<file path="config.mk">
export PLATFORM = sky130hd
export DESIGN_NAME = lowfreq_countdown_watchdog
export DESIGN_NICKNAME = d
export VERILOG_FILES = /design/src/hw/wdt_pkg.sv /design/src/hw/slow_tick_gen.sv /design/src/hw/event_channel_port.sv /design/src/hw/lowfreq_countdown_watchdog.sv
export VERILOG_INCLUDE_DIRS = /design/src /design/src/hw
export SDC_FILE = /design/constraint.sdc
export NUM_CORES = 1
export LEC_CHECK = 0
export BUFFER_PORTS_ARGS = -buffer_cell sky130_fd_sc_hd__buf_2
export CORE_AREA = 5 5 238 240
export CTS_BUF_LIST = sky130_fd_sc_hd__clkbuf_16
export DETAILED_ROUTE_END_ITERATION = 10
export DIE_AREA = 0 0 243 245
export HOLD_SLACK_MARGIN = 0.15
export PLACE_DENSITY = 0.6
export SETUP_SLACK_MARGIN = 0.1
export SLEW_MARGIN = 10
export SYNTH_ARGS = -nofsm -noshare
export SYNTH_HDL_FRONTEND = slang
export SYNTH_SLANG_ARGS = --single-unit
export TNS_END_PERCENT = 1
</file>
<file path="constraint.sdc">
create_clock -name hclk -period 2.93 [get_ports hclk]
set_input_delay 0.879 -clock hclk [delete_from_list [all_inputs] [get_ports hclk]]
set_output_delay 0.879 -clock hclk [all_outputs]
set_load 0.02 [all_outputs]
</file>
<file path="src/hw/wdt_defs.svh">
// Register offsets, field positions, reset values and counts of the watchdog
`ifndef WDT_DEFS_SVH
`define WDT_DEFS_SVH

// ************************************************************
// Register offsets (byte addresses, low twelve bits)
// ************************************************************
`define WDT_OFF_LAUNCH      12'h000
`define WDT_OFF_SUBSCRIBE   12'h080
`define WDT_OFF_EXPIRY      12'h100
`define WDT_OFF_PUBLISH     12'h180
`define WDT_OFF_IRQ_SET     12'h304
`define WDT_OFF_IRQ_CLR     12'h308
`define WDT_OFF_RUNNING     12'h400
`define WDT_OFF_REQ_STATE   12'h404
`define WDT_OFF_RELOAD_VAL  12'h504
`define WDT_OFF_SLOT_EN     12'h508
`define WDT_OFF_PAUSE_CFG   12'h50c
`define WDT_OFF_SLOT0       12'h600
`define WDT_SLOT_STRIDE     12'h004

// ************************************************************
// Field positions
// ************************************************************
`define WDT_CFG_SLEEP_BIT   0
`define WDT_CFG_HALT_BIT    3
`define WDT_CHAN_EN_BIT     31
`define WDT_CHAN_IDX_MSB    7

// ************************************************************
// Reset values and constants
// ************************************************************
`define WDT_RELOAD_KEY      32'h6e524635
`define WDT_RELOAD_RESET    32'hffffffff
`define WDT_SLOT_EN_RESET   8'h01
`define WDT_CFG_SLEEP_RESET 1'b1
`define WDT_CFG_HALT_RESET  1'b0
`define WDT_SLOW_CLOCK_HZ   32768
`define WDT_RESET_DELAY     2'd2

`endif

</file>
<file path="src/hw/wdt_pkg.sv">
// Types shared by the watchdog modules
package wdt_pkg;

  // Progress of the watchdog reset request after an expiry
  typedef enum logic [2:0] {
    RST_IDLE  = 3'b001,
    RST_DELAY = 3'b010,
    RST_FIRE  = 3'b100
  } reset_phase_e;

endpackage

</file>
<file path="src/hw/slow_tick_gen.sv">
// Rising-edge detector turning the slow clock level into one-cycle ticks
`timescale 1ns/10ps
module slow_tick_gen (
  input  wire logic hclk,
  input  wire logic hresetn,
  input  wire logic slow_clock,
  output logic      tick
);
  import wdt_pkg::*;

  typedef struct packed {
    logic armed;
    logic prev;
    logic tick;
  } tick_state_s;

  tick_state_s state;
  tick_state_s next_state;

  always_comb begin
    next_state      = state;
    next_state.prev = slow_clock;
    // Prev is not the pin level in the first cycle out of reset: no edge
    next_state.armed = 1'b1;
    next_state.tick  = state.armed & slow_clock & ~state.prev;
  end

  always_ff @(posedge hclk or negedge hresetn) begin
    if (!hresetn) begin
      state <= '0;
    end else begin
      state <= next_state;
    end
  end

  assign tick = state.tick;

endmodule // slow_tick_gen

</file>
<file path="src/hw/event_channel_port.sv">
// Subscribe selector and publish decoder on the event channel fabric
`timescale 1ns/10ps
module event_channel_port #(
  parameter int CHANNELS = 256,
  parameter int IDX_W    = 8
) (
  input  wire logic                hclk,
  input  wire logic                hresetn,
  input  wire logic                sub_en,
  input  wire logic [IDX_W-1:0]    sub_idx,
  input  wire logic [CHANNELS-1:0] channel_in,
  input  wire logic                pub_en,
  input  wire logic [IDX_W-1:0]    pub_idx,
  input  wire logic                pub_fire,
  output logic                     sub_hit,
  output logic [CHANNELS-1:0]      channel_out
);
  import wdt_pkg::*;

  typedef struct packed {
    logic                hit;
    logic [CHANNELS-1:0] out;
  } chan_state_s;

  chan_state_s state;
  chan_state_s next_state;

  always_comb begin
    next_state     = state;
    next_state.hit = sub_en & channel_in[sub_idx];
    next_state.out = '0;
    if (pub_en && pub_fire) begin
      next_state.out[pub_idx] = 1'b1;
    end
  end

  always_ff @(posedge hclk or negedge hresetn) begin
    if (!hresetn) begin
      state <= '0;
    end else begin
      state <= next_state;
    end
  end

  assign sub_hit     = state.hit;
  assign channel_out = state.out;

endmodule // event_channel_port

</file>
<file path="src/hw/lowfreq_countdown_watchdog.sv">
// Countdown watchdog with AHB-Lite registers, reload slots and reset request
//
// What this block does
// - Start loads the down-counter with the reload value and sets running.
// - Counter decrements per slow tick; wrapping past zero raises expiry.
// - Period is reload value plus one slow clock cycles.
// - While running without another slow source, force the RC oscillator on.
// - Eight write-only reload slots at word offsets from 0x600.
// - Reload only after key written to every enabled slot.
// - Slot enable register, bit i enables slot i; reset enables slot 0.
// - Request state bit i: enabled and not yet requested; resets to 1.
// - Sleep bit zero pauses counting while the CPU sleeps.
// - Halt bit zero pauses counting while a debugger halts the CPU.
// - Every expiry asserts the watchdog reset request.
// - With the interrupt enabled, reset waits two slow clock cycles.
// - A pending watchdog reset can never be cancelled by software.
// - Once running, writes to reload value, slot enables and config ignored.
// - Any reset stops the watchdog and unlocks its configuration.
// - Running indicator reads one while running, zero otherwise.
// - Writing one to interrupt-set enables; read returns enable state.
// - Writing one to interrupt-clear disables; zero has no effect.
// - Enabled subscription starts the watchdog from the chosen channel.
// - Enabled publication broadcasts expiry on the chosen channel.
// - Reload value is 32 bits, writable before start, in slow cycles.
`timescale 1ns/10ps
`include "wdt_defs.svh"
module lowfreq_countdown_watchdog #(
  parameter int NUM_SLOTS = 8,
  parameter int CHANNELS  = 256
) (
  input  wire logic                hclk,
  input  wire logic                hresetn,
  input  wire logic                hsel,
  input  wire logic [31:0]         haddr,
  input  wire logic [1:0]          htrans,
  input  wire logic                hwrite,
  input  wire logic [2:0]          hsize,
  input  wire logic [31:0]         hwdata,
  input  wire logic                hready,
  output logic                     hreadyout,
  output logic [31:0]              hrdata,
  output logic                     hresp,
  input  wire logic                slow_clock,
  input  wire logic                cpu_sleeping,
  input  wire logic                cpu_halted,
  input  wire logic                other_lf_source_active,
  input  wire logic [CHANNELS-1:0] channel_in,
  output logic [CHANNELS-1:0]      channel_out,
  output logic                     rc_osc_force_on,
  output logic                     wdt_reset_req,
  output logic                     timeout_irq
);
  import wdt_pkg::*;

  typedef struct packed {
    logic                 running;
    logic [31:0]          count;
    logic [31:0]          reload_value;
    logic [NUM_SLOTS-1:0] slot_en;
    logic [NUM_SLOTS-1:0] slot_req;
    logic                 cfg_sleep;
    logic                 cfg_halt;
    logic                 irq_en;
    logic                 expiry_flag;
    logic                 expiry_pulse;
    logic                 sub_en;
    logic [7:0]           sub_idx;
    logic                 pub_en;
    logic [7:0]           pub_idx;
    reset_phase_e         phase;
    logic [1:0]           delay_cnt;
    logic                 reset_req;
    logic                 osc_on;
    logic                 irq;
    logic                 dp_valid;
    logic                 dp_write;
    logic [11:0]          dp_addr;
    logic [31:0]          rdata;
    logic                 readyout;
  } wdt_state_s;

  wdt_state_s           state;
  wdt_state_s           next_state;
  logic                 tick;
  logic                 sub_hit;
  logic                 wr;
  logic                 wr_key;
  logic [NUM_SLOTS-1:0] slot_hit;
  logic [NUM_SLOTS-1:0] req_all;
  logic                 accept;
  logic                 pause;
  logic                 start;
  logic                 reload;
  logic                 expiry;

  // ************************************************************
  // Address decoding
  // ************************************************************
  function automatic logic [11:0] slot_addr(input int idx);
    slot_addr = 12'(`WDT_OFF_SLOT0 + idx * `WDT_SLOT_STRIDE);
  endfunction

  function automatic logic is_wr(input logic [11:0] off);
    is_wr = state.dp_valid && state.dp_write && (state.dp_addr == off);
  endfunction

  assign wr     = state.dp_valid & state.dp_write;
  assign wr_key = wr & (hwdata == `WDT_RELOAD_KEY);
  assign accept = hsel & hready & htrans[1];

  // One flag per slot; a wrong value or a disabled slot leaves it alone
  for (genvar g = 0; g < NUM_SLOTS; g++) begin : g_slot
    assign slot_hit[g] = wr_key & state.slot_en[g] &
                         (state.dp_addr == slot_addr(g));
  end

  // ************************************************************
  // Helpers
  // ************************************************************
  slow_tick_gen u_tick (
    .hclk       (hclk),
    .hresetn    (hresetn),
    .slow_clock (slow_clock),
    .tick       (tick)
  );

  event_channel_port #(
    .CHANNELS (CHANNELS),
    .IDX_W    (8)
  ) u_chan (
    .hclk        (hclk),
    .hresetn     (hresetn),
    .sub_en      (state.sub_en),
    .sub_idx     (state.sub_idx),
    .channel_in  (channel_in),
    .pub_en      (state.pub_en),
    .pub_idx     (state.pub_idx),
    .pub_fire    (state.expiry_pulse),
    .sub_hit     (sub_hit),
    .channel_out (channel_out)
  );

  // ************************************************************
  // Next-state logic
  // ************************************************************
  assign pause   = (cpu_sleeping & ~state.cfg_sleep) |
                   (cpu_halted & ~state.cfg_halt);
  // Written out: a function reading state hides it from this assignment
  assign start   = ~state.running &
                   ((wr & (state.dp_addr == `WDT_OFF_LAUNCH) & hwdata[0]) |
                    sub_hit);
  assign req_all = state.slot_req | slot_hit;
  // Slot hit term keeps an all-disabled enable set from reloading forever
  assign reload  = state.running & (|slot_hit) &
                   ((req_all & state.slot_en) == state.slot_en);
  assign expiry  = state.running & ~reload & tick & ~pause &
                   (state.count == 32'h0);

  always_comb begin
    next_state              = state;
    next_state.readyout     = 1'b1;
    next_state.dp_valid     = accept;
    next_state.dp_write     = hwrite;
    next_state.dp_addr      = haddr[11:0];
    next_state.expiry_pulse = expiry;
    next_state.slot_req     = reload ? '0 : req_all;

    if (start) begin
      next_state.running = 1'b1;
      next_state.count   = state.reload_value;
    end else if (reload) begin
      next_state.count = state.reload_value;
    end else if (state.running && tick && !pause) begin
      next_state.count = state.count - 32'h1;
    end

    // Configuration is locked while running; reset unlocks it again
    if (!state.running) begin
      if (is_wr(`WDT_OFF_RELOAD_VAL)) begin
        next_state.reload_value = hwdata;
      end
      if (is_wr(`WDT_OFF_SLOT_EN)) begin
        next_state.slot_en = hwdata[NUM_SLOTS-1:0];
      end
      if (is_wr(`WDT_OFF_PAUSE_CFG)) begin
        next_state.cfg_sleep = hwdata[`WDT_CFG_SLEEP_BIT];
        next_state.cfg_halt  = hwdata[`WDT_CFG_HALT_BIT];
      end
    end

    if (is_wr(`WDT_OFF_SUBSCRIBE)) begin
      next_state.sub_en  = hwdata[`WDT_CHAN_EN_BIT];
      next_state.sub_idx = hwdata[`WDT_CHAN_IDX_MSB:0];
    end
    if (is_wr(`WDT_OFF_PUBLISH)) begin
      next_state.pub_en  = hwdata[`WDT_CHAN_EN_BIT];
      next_state.pub_idx = hwdata[`WDT_CHAN_IDX_MSB:0];
    end
    if (is_wr(`WDT_OFF_IRQ_SET) && hwdata[0]) begin
      next_state.irq_en = 1'b1;
    end
    if (is_wr(`WDT_OFF_IRQ_CLR) && hwdata[0]) begin
      next_state.irq_en = 1'b0;
    end
    // Hardware set wins over a software clear in the same cycle
    if (is_wr(`WDT_OFF_EXPIRY)) begin
      next_state.expiry_flag = hwdata[0];
    end
    if (expiry) begin
      next_state.expiry_flag = 1'b1;
    end
    next_state.irq = next_state.expiry_flag & next_state.irq_en;

    // Nothing but hresetn leaves the fire phase
    case (state.phase)
      RST_IDLE: begin
        if (expiry && state.irq_en) begin
          next_state.phase     = RST_DELAY;
          next_state.delay_cnt = 2'd0;
        end else if (expiry) begin
          next_state.phase = RST_FIRE;
        end
      end
      RST_DELAY: begin
        if (tick) begin
          next_state.delay_cnt = state.delay_cnt + 2'd1;
          if (state.delay_cnt == `WDT_RESET_DELAY - 2'd1) begin
            next_state.phase = RST_FIRE;
          end
        end
      end
      RST_FIRE: begin
        next_state.phase = RST_FIRE;
      end
      default: begin
        next_state.phase = RST_FIRE;
      end
    endcase
    next_state.reset_req = (next_state.phase == RST_FIRE);
    next_state.osc_on    = next_state.running &
                           ~other_lf_source_active;

    // Read data is prepared in the address phase for a zero-wait answer
    next_state.rdata = '0;
    if (accept && !hwrite) begin
      case (haddr[11:0])
        `WDT_OFF_SUBSCRIBE: begin
          next_state.rdata[`WDT_CHAN_EN_BIT]     = state.sub_en;
          next_state.rdata[`WDT_CHAN_IDX_MSB:0]  = state.sub_idx;
        end
        `WDT_OFF_PUBLISH: begin
          next_state.rdata[`WDT_CHAN_EN_BIT]     = state.pub_en;
          next_state.rdata[`WDT_CHAN_IDX_MSB:0]  = state.pub_idx;
        end
        `WDT_OFF_EXPIRY: begin
          next_state.rdata[0] = state.expiry_flag;
        end
        `WDT_OFF_IRQ_SET, `WDT_OFF_IRQ_CLR: begin
          next_state.rdata[0] = state.irq_en;
        end
        `WDT_OFF_RUNNING: begin
          next_state.rdata[0] = state.running;
        end
        `WDT_OFF_REQ_STATE: begin
          next_state.rdata[NUM_SLOTS-1:0] =
            state.slot_en & ~state.slot_req;
        end
        `WDT_OFF_RELOAD_VAL: begin
          next_state.rdata = state.reload_value;
        end
        `WDT_OFF_SLOT_EN: begin
          next_state.rdata[NUM_SLOTS-1:0] = state.slot_en;
        end
        `WDT_OFF_PAUSE_CFG: begin
          next_state.rdata[`WDT_CFG_SLEEP_BIT] = state.cfg_sleep;
          next_state.rdata[`WDT_CFG_HALT_BIT]  = state.cfg_halt;
        end
        default: begin
          next_state.rdata = '0;
        end
      endcase
    end
  end

  // ************************************************************
  // State register
  // ************************************************************
  always_ff @(posedge hclk or negedge hresetn) begin
    if (!hresetn) begin
      state              <= '0;
      state.reload_value <= `WDT_RELOAD_RESET;
      state.slot_en      <= NUM_SLOTS'(`WDT_SLOT_EN_RESET);
      state.cfg_sleep    <= `WDT_CFG_SLEEP_RESET;
      state.cfg_halt     <= `WDT_CFG_HALT_RESET;
      state.phase        <= RST_IDLE;
      state.readyout     <= 1'b1;
    end else begin
      state <= next_state;
    end
  end

  assign hreadyout       = state.readyout;
  assign hrdata          = state.rdata;
  assign hresp           = 1'b0;
  assign rc_osc_force_on = state.osc_on;
  assign wdt_reset_req   = state.reset_req;
  assign timeout_irq     = state.irq;
endmodule // lowfreq_countdown_watchdog

</file>
# Yosys cells after proc, flatten, opt, wreduce, memory -nomap -nowiden
# Index checks and enable logic that the tools add are counted.
classes:
  n_addsub: 2
  magnitude_cmp: 3
  n_eq_ne: 34
  muxes: 28
  n_bitwise: 49
  n_reduce_logical: 29
ops:
  columns: ["cell", "count"]
  rows:
  - ["256-bit 2-to-1 mux", 1]
  - ["12-bit by 11-bit equality test with 1-bit output, second input constant", 16]
  - ["32-bit 2-to-1 mux", 4]
  - ["12-bit by 10-bit equality test with 1-bit output, second input constant", 4]
  - ["12-bit by 9-bit equality test with 1-bit output, second input constant", 4]
  - ["1-bit AND", 36]
  - ["32-bit by 31-bit equality test with 1-bit output, second input constant", 1]
  - ["32-bit logical NOT", 1]
  - ["32-bit by 1-bit subtractor with 32-bit output, second input constant", 1]
  - ["12-bit by 8-bit equality test with 1-bit output, second input constant", 2]
  - ["23-bit 2-to-1 mux", 1]
  - ["4-bit one-hot mux with 5 select lines", 1]
  - ["8-bit by 9-bit < comparator with 1-bit output, second input constant", 2]
  - ["1-bit logical AND", 17]
  - ["8-bit AND", 2]
  - ["12-bit logical NOT", 1]
  - ["2-bit one-hot mux with 5 select lines", 1]
  - ["3-bit 2-to-1 mux", 3]
  - ["1-bit one-hot mux with 9 select lines", 1]
  - ["1-bit binary-select mux with 8-bit select", 1]
  - ["1-bit demux with 8-bit select", 1]
  - ["8-bit equality test", 1]
  - ["8-bit by 1-bit >= comparator with 1-bit output, second input constant", 1]
  - ["8-bit 2-to-1 mux", 1]
  - ["other kinds (25)", 41]
word_totals:
  ff_bits: 418
  output_inout_bits: 293

# Depth between registers and ports, before layout
# Gate-level depths: netlist (run 1).
logic_depth:
  ltp_word: 17
  depth_mapped: 11

# Cells and area by module
# Synthesis (run 1) repeated with hierarchy kept, for this count alone.
unflattened:
  cells_unflattened: 1533
  area_unflattened_um2: 17838.4
by_module_without_submodules:
  columns: ["mod", "instances", "cells_per_inst", "area_per_inst_um2"]
  rows:
  - ["event_channel_port", 1, 842, 10196.0]
  - ["lowfreq_countdown_watchdog", 1, 686, 7554.7]
  - ["slow_tick_gen", 1, 5, 87.6]

# Least setup slack after synthesis (run 1)
# Ideal clock, no wire load.
synth_timing:
  path_kind: "input to register"
  from: "input hwdata[16]"
  to: "register state[157] (netlist name)"
  setup_ns: 0.124
  arrival_ns: 2.687
  slack_ns: 0.119
  cell_stages: 8
  cell_sequence: "nor4b_1 -> nand4_1 -> nor4b_4 -> a21oi_2 -> o31ai_4 -> buf_2 -> nor2_1 -> a211o_1"
synth_between:
  elab_chain_cells: 10
synth_lines:
  columns: ["element", "line_no", "rtl"]
  rows:
  - ["start, declared", "lowfreq_countdown_watchdog.sv:38", "input wire logic [31:0] hwdata,"]
  - ["32-bit by 31-bit equality test with 1-bit output (no source line) (*)", null, null]
  - ["1-bit AND (*)", "lowfreq_countdown_watchdog.sv:108", "assign wr_key = wr & (hwdata == `WDT_RELOAD_KEY);"]
  - ["1-bit AND (2 in a row)", "lowfreq_countdown_watchdog.sv:113", "assign slot_hit[g] = wr_key & state.slot_en[g] &"]
  - ["8-bit bitwise OR", "lowfreq_countdown_watchdog.sv:152", "assign req_all = state.slot_req | slot_hit;"]
  - ["8-bit AND", "lowfreq_countdown_watchdog.sv:155", "((req_all & state.slot_en) == state.slot_en);"]
  - ["8-bit equality test", "lowfreq_countdown_watchdog.sv:155", null]
  - ["1-bit AND (*)", "lowfreq_countdown_watchdog.sv:154", "assign reload = state.running & (|slot_hit) &"]
  - ["32-bit 2-to-1 mux", "lowfreq_countdown_watchdog.sv:171", "end else if (reload) begin"]
  - ["32-bit 2-to-1 mux", "lowfreq_countdown_watchdog.sv:168", "if (start) begin"]
  - ["end signal, assigned", "lowfreq_countdown_watchdog.sv:298", "state <= next_state;"]
  - ["end, declared", "lowfreq_countdown_watchdog.sv:82", "wdt_state_s state;"]
# Every way passes the cells marked *; elsewhere a longest branch is shown, timed or not.
# A chain may end at the register's enable or synchronous reset.

# Worst setup path after layout (run 1)
layout_timing:
  from: "register state[136] (netlist name)"
  to: "register state[152] (netlist name)"
layout_between:
  elab_chain_cells: 4
layout_lines:
  columns: ["element", "line_no", "rtl"]
  rows:
  - ["32-bit by 1-bit subtractor with 32-bit output", "lowfreq_countdown_watchdog.sv:174", "next_state.count = state.count - 32'h1;"]
  - ["32-bit 2-to-1 mux", "lowfreq_countdown_watchdog.sv:173", "end else if (state.running && tick && !pause) begin"]
  - ["32-bit 2-to-1 mux", "lowfreq_countdown_watchdog.sv:171", null]
  - ["32-bit 2-to-1 mux", "lowfreq_countdown_watchdog.sv:168", null]
# No other way between the ends. The select of a mux whose other input is x is not followed.

==> impl_metrics.ini, run 1 <==
[outcome]
status = completed

[global_route]
grt.total_usage_pct = 21.3
grt_pass1_wl_um = 97600
grt_pass1_vias = 15000
overflow = 0
antenna_found_initial = 2
grt_max_degree = 65

[route]
drt-total-wl_um = 65900
drc = 0
routed_via_density = 5.09
ant_nets = 0
drtIter0Drc = 922
num_vias = 14700
wl_per_cell_um = 22.9
drtPass1Iterations = 5

[synth]
yosysWarnings = 0
synthArstFlopShare_pct = 100
yosysSeqAreaShare_pct = 59.5
synth_top_flop_cell = dfrtp_1
synthCells = 1539
ys_top_cells_by_area = dfrtp_1 (54%), nor2_1 (6.8%), mux4_2 (5.6%)
synth_top_cell_by_area = dfrtp_1
ys_seq_elements = 418
synth_top_area_share_pct = 54.3
ys_types = 85
synth-edff-count = 0
synth_area_um2 = 17700
synth_area_per_cell_um2 = 11.5

[sta]
tightest_slew_ps = 1020
finalCritPeriodShare_pct = 93.8
relSlewSlack_pct = 31.5
setup_tns_ps = 0
fin_ws_ps = 181
layout_min_cycle_time_ps = 2750
rsz0062_at_grt = yes
slew_violations = 0
fin_hold_ws_ps = 242
finClkSkew_ps = 28.3
hold_viol = 0
setup_viol = 0
max_freq_mhz = 364

[worst_setup_path]
start_kind = register
end_kind = register
ff2ff_path_depth = 7
cp.arrival_ps = 3230
crit_fanout = 7
worstSetupPathType = reg -> reg
crit_required_ps = 3410

[finish]
regArea_um2 = 10500
final_area_um2 = 23100
layout.cells.most_common = buf_2
postLayoutCoreUtil_pct = 42.5
fillerInstances = 5151
nets = 2482
multiInputGateArea_um2 = 6460
syn_to_final_growth_pct = 30.9
drive_above_1_share_pct = 42.5
final_cell_mix = buf_2 (599), dfrtp_1 (380), nor2_1 (317)
diodes = 0

[clocking]
htreeDepth = 2
clock_latency_ps = 560
cts_tree = built
clkTransAtPathRegs_ps = 60
cts_root_buf = clkbuf_16
cts_hold_buffers = 0
clk_path_buf_depth = 3
cts_setup_buffers = 0
cts_inserted_buffers = 43
clock_sinks = 418

[place]
io_buffers = 600
hpwl_um = 51000
post_dp_cell_area_um2 = 21700
gp_congestion = 0.981
dpl_worst_slack_ps = -317

[pwr]
p_leak_nw = 11.5
powerDensity_nw_per_um2 = 517
power_frac_clock_pct = 45.9
p_int_mw = 9.27
ir_drop_v = 0.000359
combPwrFrac_pct = 5.4
switching_share_pct = 22.4
netSwitchingPower_mw = 2.68
power_frac_seq_pct = 48.7

[die]
coreArea_um2 = 54400
rows = 86
initial_utilization_pct = 32.4
dieHeight_um = 245
die_w_um = 243
die-area_um2 = 59500
io_pins = 627

[min_path]
hold_class = in -> async

[flow_run]
maxCapViolations = 0
-- power by group through the flow --
stage | registers (mW) | logic (mW) | clock network (mW)
finish | 5.83 | 0.644 | 5.49
global route | 5.83 | 0.707 | 5.81
CTS | 5.83 | 0.648 | 5.57
detailed placement | 5.93 | 0.647 | 0
global placement | 5.93 | 0.636 | 0
floorplan | 5.91 | 0.188 | 0
-- worst max-delay path, stage by stage, from the launching register on --
cell and delay, ps:
dfrtp_1 440, or4_4 590, or4_4 590, nor2_2 160
nand3_2 200, nor3_1 210, mux2_2 350, o21ai_1 130
-- flip-flops by register name (all words and copies together), names as in the netlist --
register / count
hrdata: 32
u_chan.channel_out: 256
state: 123
timeout_irq: 1
u_chan.sub_hit: 1
wdt_reset_req: 1
u_tick.tick: 1
rc_osc_force_on: 1
u_tick.state: 2
-- area by class of cell --
cell class	count	area share, %
timing repair buffer	692	16.5
inverter	14	0.244
clock inverter	33	1.37
clock buffer	43	4.65
sequential	418	45.5
tap	704	3.81
multi-input combinational	977	27.9
-- cells by family (layout without fill, tap and decap cells) --
kind of cell / after synthesis / after routing / share of synthesized area [%]
AND/OR/NAND/NOR: 621 / 621 / 16.6
flip-flops: 418 / 418 / 59.5
AO/OA/AOI/OAI: 186 / 186 / 6.88
multiplexers: 156 / 156 / 12.4
buffers and inverters: 145 / 782 / 4.00
XOR/XNOR: 9 / 9 / 0.446
adder cells (fa/ha/maj): 2 / 2 / 0.142
other: 2 / 3 / 0.0425
-- per-layer routing --
metal	wire, um	up-vias	GRT usage [%]	part of all wire, %
met3	4770	87	5.06	7.2
met2	30600	610	34.2	46
li1	-	6570	-	-
met1	28900	7396	29.5	44
met4	1630	2	5.12	2.5
met5	13	-	0	0.020
-- cell usage after synthesis, types with 4 or more instances --
library cell and number:
nor4b_1 4, mux4_2 44, or3_1 9, mux2i_1 47
buf_4 35, nor3b_1 4, nand4_1 17, buf_2 19
o21ai_1 6, a21oi_1 22, o221ai_1 10, xor2_1 6
and3_1 26, nor2b_1 14, nand3_1 41, a31oi_1 14
a222oi_1 6, and2_1 4, o21ai_0 66, a22oi_1 11
o22ai_1 14, nor2_1 319, a211oi_1 4, nand2_1 91
nor4_1 11, clkbuf_1 74, inv_1 11, dfrtp_1 383
or4_1 9, nor3_1 27, nand2b_1 9, dfstp_2 35
mux2_2 62
-- what timing repair did --
action                     CTS  global route
pin swaps                    0             0
cloned                       0             0
setup endpoints to repair    1             8
resized for setup            1             3
-- through the flow --
stage               std cells  power [mW]
CTS                      2881        12.0
detailed placement       2805        6.58
global placement         2805        6.57
global route             2881        12.3
floorplan                1540        6.10
finish                   2881        12.0
-- final timing paths --
kind                                 start                     end  slack [ps]
setup / recovery                state[136]              state[152]         180
hold / removal                     hresetn         u_tick.state[2]         240
setup reg to reg                state[136]              state[152]         180
hold reg to reg            u_tick.state[1]             u_tick.tick         410
max in group asynchronous          hresetn  u_chan.channel_out[72]        1810
min in group hclk          u_tick.state[1]             u_tick.tick         410
No activity file was read; power rests on OpenSTA's default activity.
==> run 2, diff against run 1 <==
--- a/config.mk
+++ b/config.mk
@@ -7,15 +7,16 @@
 export NUM_CORES = 1
 export LEC_CHECK = 0
 export BUFFER_PORTS_ARGS = -buffer_cell sky130_fd_sc_hd__buf_2
-export CORE_AREA = 5 5 238 240
+export CORE_AREA = 5 5 239 241
 export CTS_BUF_LIST = sky130_fd_sc_hd__clkbuf_16
 export DETAILED_ROUTE_END_ITERATION = 10
-export DIE_AREA = 0 0 243 245
+export DIE_AREA = 0 0 244 246
 export HOLD_SLACK_MARGIN = 0.15
 export PLACE_DENSITY = 0.6
 export SETUP_SLACK_MARGIN = 0.1
 export SLEW_MARGIN = 10
 export SYNTH_ARGS = -nofsm -noshare
 export SYNTH_HDL_FRONTEND = slang
+export SYNTH_HIERARCHICAL = 1
 export SYNTH_SLANG_ARGS = --single-unit
 export TNS_END_PERCENT = 1
==> run 2 against run 1 <==
Compared with the run above:
- synthesized cell count shrank 0.39%
- global-route usage down 0.35 points
- clock power down 3%
- via count grew 0.41%
- sequential cell count stayed put
- worst hold slack better by 51 ps
- combinational power rose by 110%
- sequential power is 6.2% higher
- critical endpoint is now state[156]
- largest power group unchanged
==> impl_metrics.ini, run 2 <==
[clocking]
clkTransAtPathRegs_ps = 60
clock_sinks = 418
cts_inserted_buffers = 44
cts_hold_buffers = 0
cts_tree = built
clk_path_buf_depth = 3
clock_latency_ps = 570
cts_setup_buffers = 0
cts_root_buf = clkbuf_16
htreeDepth = 2

[worst_setup_path]
critical_path.top_delay_family = simple AND/OR/NAND/NOR gates
worstSetupPathType = in -> reg
path_buf_inv = 3
crit_fanout = 12
crit_required_ps = 3380
slowest_delay_ps = 450
cpMaxStageDelayCell = or4_4
start_kind = input pin
r2r_slack_ps = 380
end_kind = register
cp.arrival_ps = 3180
path_cells = buf_2 > nand4b_1 > buf_4 > or4_4 > nor4_1 > o32a_1 > nand4_1 > buf_6 > a22o_1

[die]
die-area_um2 = 60000
die_w_um = 244
rows = 86
io_pins = 627
coreArea_um2 = 54700
initial_utilization_pct = 32.6
dieHeight_um = 246

[finish]
largest_reg_flops = 256
layout.cells.most_common = buf_2
syn_to_final_growth_pct = 30.0
diodes = 0
instances_no_fill = 2883
final_cell_mix = buf_2 (599), dfrtp_1 (381), nor2_1 (308)
fillerInstances = 5220
drive_above_1_share_pct = 41.6
postLayoutCoreUtil_pct = 42.4
final_area_um2 = 23200
nets = 2481

[synth]
ys_top_cells_by_count = dfrtp_1 (383), nor2_1 (308), nand2_1 (85)
ys_types = 75
synth_area_um2 = 17800
ys_seq_elements = 418
yosysWarnings = 6
yosysSeqAreaShare_pct = 58.9
synth_top_area_share_pct = 53.7
syn_nets = 1869
synth_area_per_cell_um2 = 11.6
synth_top_cell_by_area = dfrtp_1
synthArstFlopShare_pct = 100
synth_top_flop_cell = dfrtp_1
yosysMostFrequentCell = dfrtp_1
ys_top_cells_by_area = dfrtp_1 (54%), nor2_1 (6.5%), dfstp_2 (5.2%)
synth-edff-count = 0
synthCells = 1533

[sta]
rsz0062_at_grt = no
finClkSkew_ps = 24.3
layout_min_cycle_time_ps = 2740
fin_hold_ws_ps = 293
finalCritPeriodShare_pct = 93.5
hold_viol = 0
setup_tns_ps = 0
tightest_slew_ps = 947
fin_ws_ps = 191
slew_violations = 0
relSlewSlack_pct = 36.7
max_freq_mhz = 365
setup_viol = 0

[global_route]
grt.total_usage_pct = 21.0
grt_max_degree = 74
antenna_found_initial = 0
overflow = 0
grt_pass1_vias = 15100
grt_pass1_wl_um = 96900

[pwr]
total_power_mw = 12.9
netSwitchingPower_mw = 3.25
ir_drop_v = 0.000405
combPwrFrac_pct = 10.6
p_int_mw = 9.61
powerDensity_nw_per_um2 = 555
power_frac_clock_pct = 41.2
p_leak_nw = 11.7
power_frac_seq_pct = 48.1
switching_share_pct = 25.3

[place]
hpwl_um = 50600
io_buffers = 600
gp_congestion = 0.924
post_dp_cell_area_um2 = 21800
dp.cells = 2803
dpl_worst_slack_ps = -379

[route]
wl_per_cell_um = 22.7
routed_via_density = 5.11
ant_nets = 0
drt-total-wl_um = 65400
drtIter0Drc = 998
num_vias = 14700
drtPass1Iterations = 6
drc = 0

[outcome]
status = completed

[flow_run]
maxCapViolations = 0

[min_path]
hold_class = in -> async
[run 2: cell count changes after synthesis, sizes merged, moves of 9 or more]
cell / delta
a21oi: +11
a22o: +12
buf: +11
clkbuf: -20
mux2: +10
nor2: -14
nor3: -9
nor4: +10
o21ai: -18
[run 2: worst paths after layout]
kind	start	to	depth (start not counted)
setup reg to reg	state[38]	state[156]	7
min in group hclk	slow_clock	u_tick/state[1]	1
setup / recovery	hwdata[28]	state[156]	9
hold reg to reg	u_tick/state[2]	u_tick/tick	1
hold / removal	hresetn	u_chan/channel_out[219]	1
max in group asynchronous	hresetn	u_chan/channel_out[119]	2
[run 2: worst register-to-register path: stages (launching register included)]
cell	delay [ps]
dfrtp_1	400
nor4b_1	430
buf_4	220
a21oi_1	70
nor4_1	480
nand4_1	340
buf_6	260
a22o_1	230
[run 2: per-layer routing]
layer  part of all wire, %  track usage [%]
met1                    43             28.5
met2                    49             35.4
met4                   1.8             4.60
met5                     0                0
met3                   6.4             3.82
[run 2: cell families after synthesis]
group	Yosys count	synth area share, %
xor gates and xnor gates	12	0.589
adders and majority gates	2	0.140
DFF	418	58.9
and+or+nand+nor	606	16.1
AOI/OAI and AO/OA	198	7.36
buffers and inverters	135	4.15
muxes	159	12.7
other	3	0.0631
[run 2: what timing repair did]
item,4_1_cts,5_1_grt
hold endpoints to repair,0,0
setup endpoints to repair,0,12
gates resized for setup,0,1
[run 2: final cells by class]
class                           instances  area, um2  area share (%)
Clock buffer                           44       1100            4.75
Clock inverter                         36        256            1.11
Inverter                               13       48.8           0.211
Multi-Input combinational cell        980       6600            28.5
Sequential cell                       418      10500            45.3
Tap cell                              704        881            3.80
Timing Repair Buffer                  688       3790            16.3
[run 2: power by group through the flow]
stage	Sequential, mW	Combinational (mW)	Clock [mW]
after floorplan	6.21	0.756	0
after global placement	6.28	1.34	0
after detailed placement	6.28	1.37	0
after CTS	6.19	1.37	5.42
after global routing	6.22	1.51	5.67
final	6.19	1.37	5.30
==> run 3, diff against run 2 <==
--- a/config.mk
+++ b/config.mk
@@ -9,10 +9,12 @@
 export BUFFER_PORTS_ARGS = -buffer_cell sky130_fd_sc_hd__buf_2
 export CORE_AREA = 5 5 239 241
 export CTS_BUF_LIST = sky130_fd_sc_hd__clkbuf_16
+export CTS_CLUSTER_DIAMETER = 120
 export DETAILED_ROUTE_END_ITERATION = 10
 export DIE_AREA = 0 0 244 246
 export HOLD_SLACK_MARGIN = 0.15
 export PLACE_DENSITY = 0.6
+export RECOVER_POWER = 50
 export SETUP_SLACK_MARGIN = 0.1
 export SLEW_MARGIN = 10
 export SYNTH_ARGS = -nofsm -noshare
==> run 3 against run 2 <==
Compared with the run above:
- the flow now finishes with violations (capacitance limit, slew limit)
- core utilization fell by 0.31 points
- critical path depth stayed put
- critical path type unchanged
- wire length is essentially flat
- cell area shrank 0.73%
- first-iteration DRC count is 6.6% lower
- clock skew shrank 0.91 ps
- die area did not move
- power down 0.15%
- critical endpoint unchanged
- clock-buffer cell count unchanged
==> impl_metrics.ini, run 3 (same netlist as run 2, synthesis figures left out) <==
[outcome]
status = complete, but fails checks
violations = capacitance limit, slew limit

[die]
dieHeight_um = 246
initial_utilization_pct = 32.6
die_w_um = 244
die-area_um2 = 60000
coreArea_um2 = 54700
io_pins = 627
rows = 86

[finish]
largest_reg_flops = 256
final_cell_mix = buf_2 (531), dfrtp_1 (381), nor2_1 (308)
syn_to_final_growth_pct = 29.0
postLayoutCoreUtil_pct = 42.1
regArea_um2 = 10500
layout.cells.most_common = buf_2
fillerInstances = 5280
multiInputGateArea_um2 = 6590
nets = 2481
drive_above_1_share_pct = 37.9

[clocking]
cts_hold_buffers = 0
clock_latency_ps = 560
cts_root_buf = clkbuf_16
cts_tree = built
clock_sinks = 418
cts_inserted_buffers = 44
htreeDepth = 2
clkTransAtPathRegs_ps = 60
clk_path_buf_depth = 3

[route]
drt-total-wl_um = 65400
routed_via_density = 5.08
drtPass1Iterations = 7
num_vias = 14700
drtIter0Drc = 932
wl_per_cell_um = 22.7
ant_nets = 0
drc = 0

[place]
io_buffers = 600
hpwl_um = 50600
gp_congestion = 0.924

[pwr]
combPwrFrac_pct = 10.6
ir_drop_v = 0.000404
p_leak_nw = 11.3
netSwitchingPower_mw = 3.24
power_frac_seq_pct = 48.2
switching_share_pct = 25.3
power_frac_clock_pct = 41.2
p_int_mw = 9.59
powerDensity_nw_per_um2 = 558

[sta]
slew_violations = 71
fin_hold_ws_ps = 438
finalCritPeriodShare_pct = 93.6
max_freq_mhz = 365
hold_viol = 0
rsz0062_at_grt = no
layout_min_cycle_time_ps = 2740
setup_tns_ps = 0
relSlewSlack_pct = -37.5
finClkSkew_ps = 23.4
setup_viol = 0
tightest_slew_ps = 2060

[worst_setup_path]
cp.arrival_ps = 3190
worstSetupPathType = in -> reg
crit_required_ps = 3380
r2r-end = state[157]
crit_fanout = 12
start_kind = input pin
r2r_slack_ps = 300
end_kind = register
r2r-start = state[34]
ff2ff_path_depth = 6

[min_path]
worstHoldStart = slow_clock
hold_end = u_tick/state[1]
hold_depth = 1
hold_class = in -> reg

[global_route]
overflow = 0
grt_max_degree = 74
grt_pass1_wl_um = 96900
grt_pass1_vias = 15100
grt.total_usage_pct = 21.0
antenna_found_initial = 0

[flow_run]
maxCapViolations = 1
[run 3: cell types whose count changed in the layout (fill, tap and decap cells not counted), moves of 2 or more]
cell / before / now
buf_12: 9 / 7
buf_6: 1 / 3
buf_2: 599 / 531
clkbuf_1: 0 / 80
buf_4: 78 / 62
and2_0: 0 / 3
clkbuf_2: 0 / 4
and2_1: 8 / 5
[run 3: how the worst max path moves through the flow]
stage               startpoint         end  slack, ps  cells after the start
finish              hwdata[28]  state[156]        190                      9
global route         state[38]  state[145]         50                      8
CTS                 hwdata[28]  state[156]        230                      9
floorplan           hwdata[31]  state[142]        160                      7
detailed placement  hwdata[28]  state[156]       -380                      9
global placement    hwdata[28]   state[81]       -360                      9
[run 3: cell type report]
class | count | share of cell area [%]
antenna | 1 | 0.0109
clock buffer | 44 | 4.78
clock inverter | 36 | 1.11
inverter | 13 | 0.212
multi-input combinational | 980 | 28.6
sequential | 418 | 45.7
tap | 704 | 3.83
timing repair buffer | 688 | 15.8
[run 3: through the flow]
stage | std cells | cell area (um2) | setup slack (ps) | power (mW)
floorplan | 1533 | 17800 | 160 | 6.96
global placement | 2803 | 21800 | -356 | 7.62
detailed placement | 2803 | 21800 | -379 | 7.65
CTS | 2883 | 23200 | 226 | 13.0
global route | 2883 | 23000 | 54.0 | 13.4
finish | 2884 | 23000 | 188 | 12.8
[run 3: power by group through the flow]
stage	Sequential (mW)	Clock [mW]	Combinational [mW]
finish	6.19	5.29	1.36
global route	6.22	5.67	1.50
CTS	6.19	5.42	1.37
detailed placement	6.28	0	1.37
global placement	6.28	0	1.34
floorplan	6.21	0	0.756
[run 3: repair_timing]
item | in CTS | in global routing
endpoints found under the setup margin | 0 | 12
resized for setup | 0 | 1
buffers inserted | 0 | 0
[run 3: metal layers]
layer | global-route usage, % | share of wire [%] | up-vias
met4 | 4.60 | 1.7 | 0
met1 | 28.5 | 44 | 7401
met2 | 35.4 | 49 | 596
met3 | 3.82 | 6.0 | 73
met5 | 0 | 0 | -
li1 | - | - | 6595
[run 3: critical path, stage by stage]
cell and delay [ps]:
buf_2 110, nand4b_1 290, buf_4 220, or4_4 450
nor4_1 310, o32a_1 230, nand4_1 220, buf_6 250
a22o_1 220
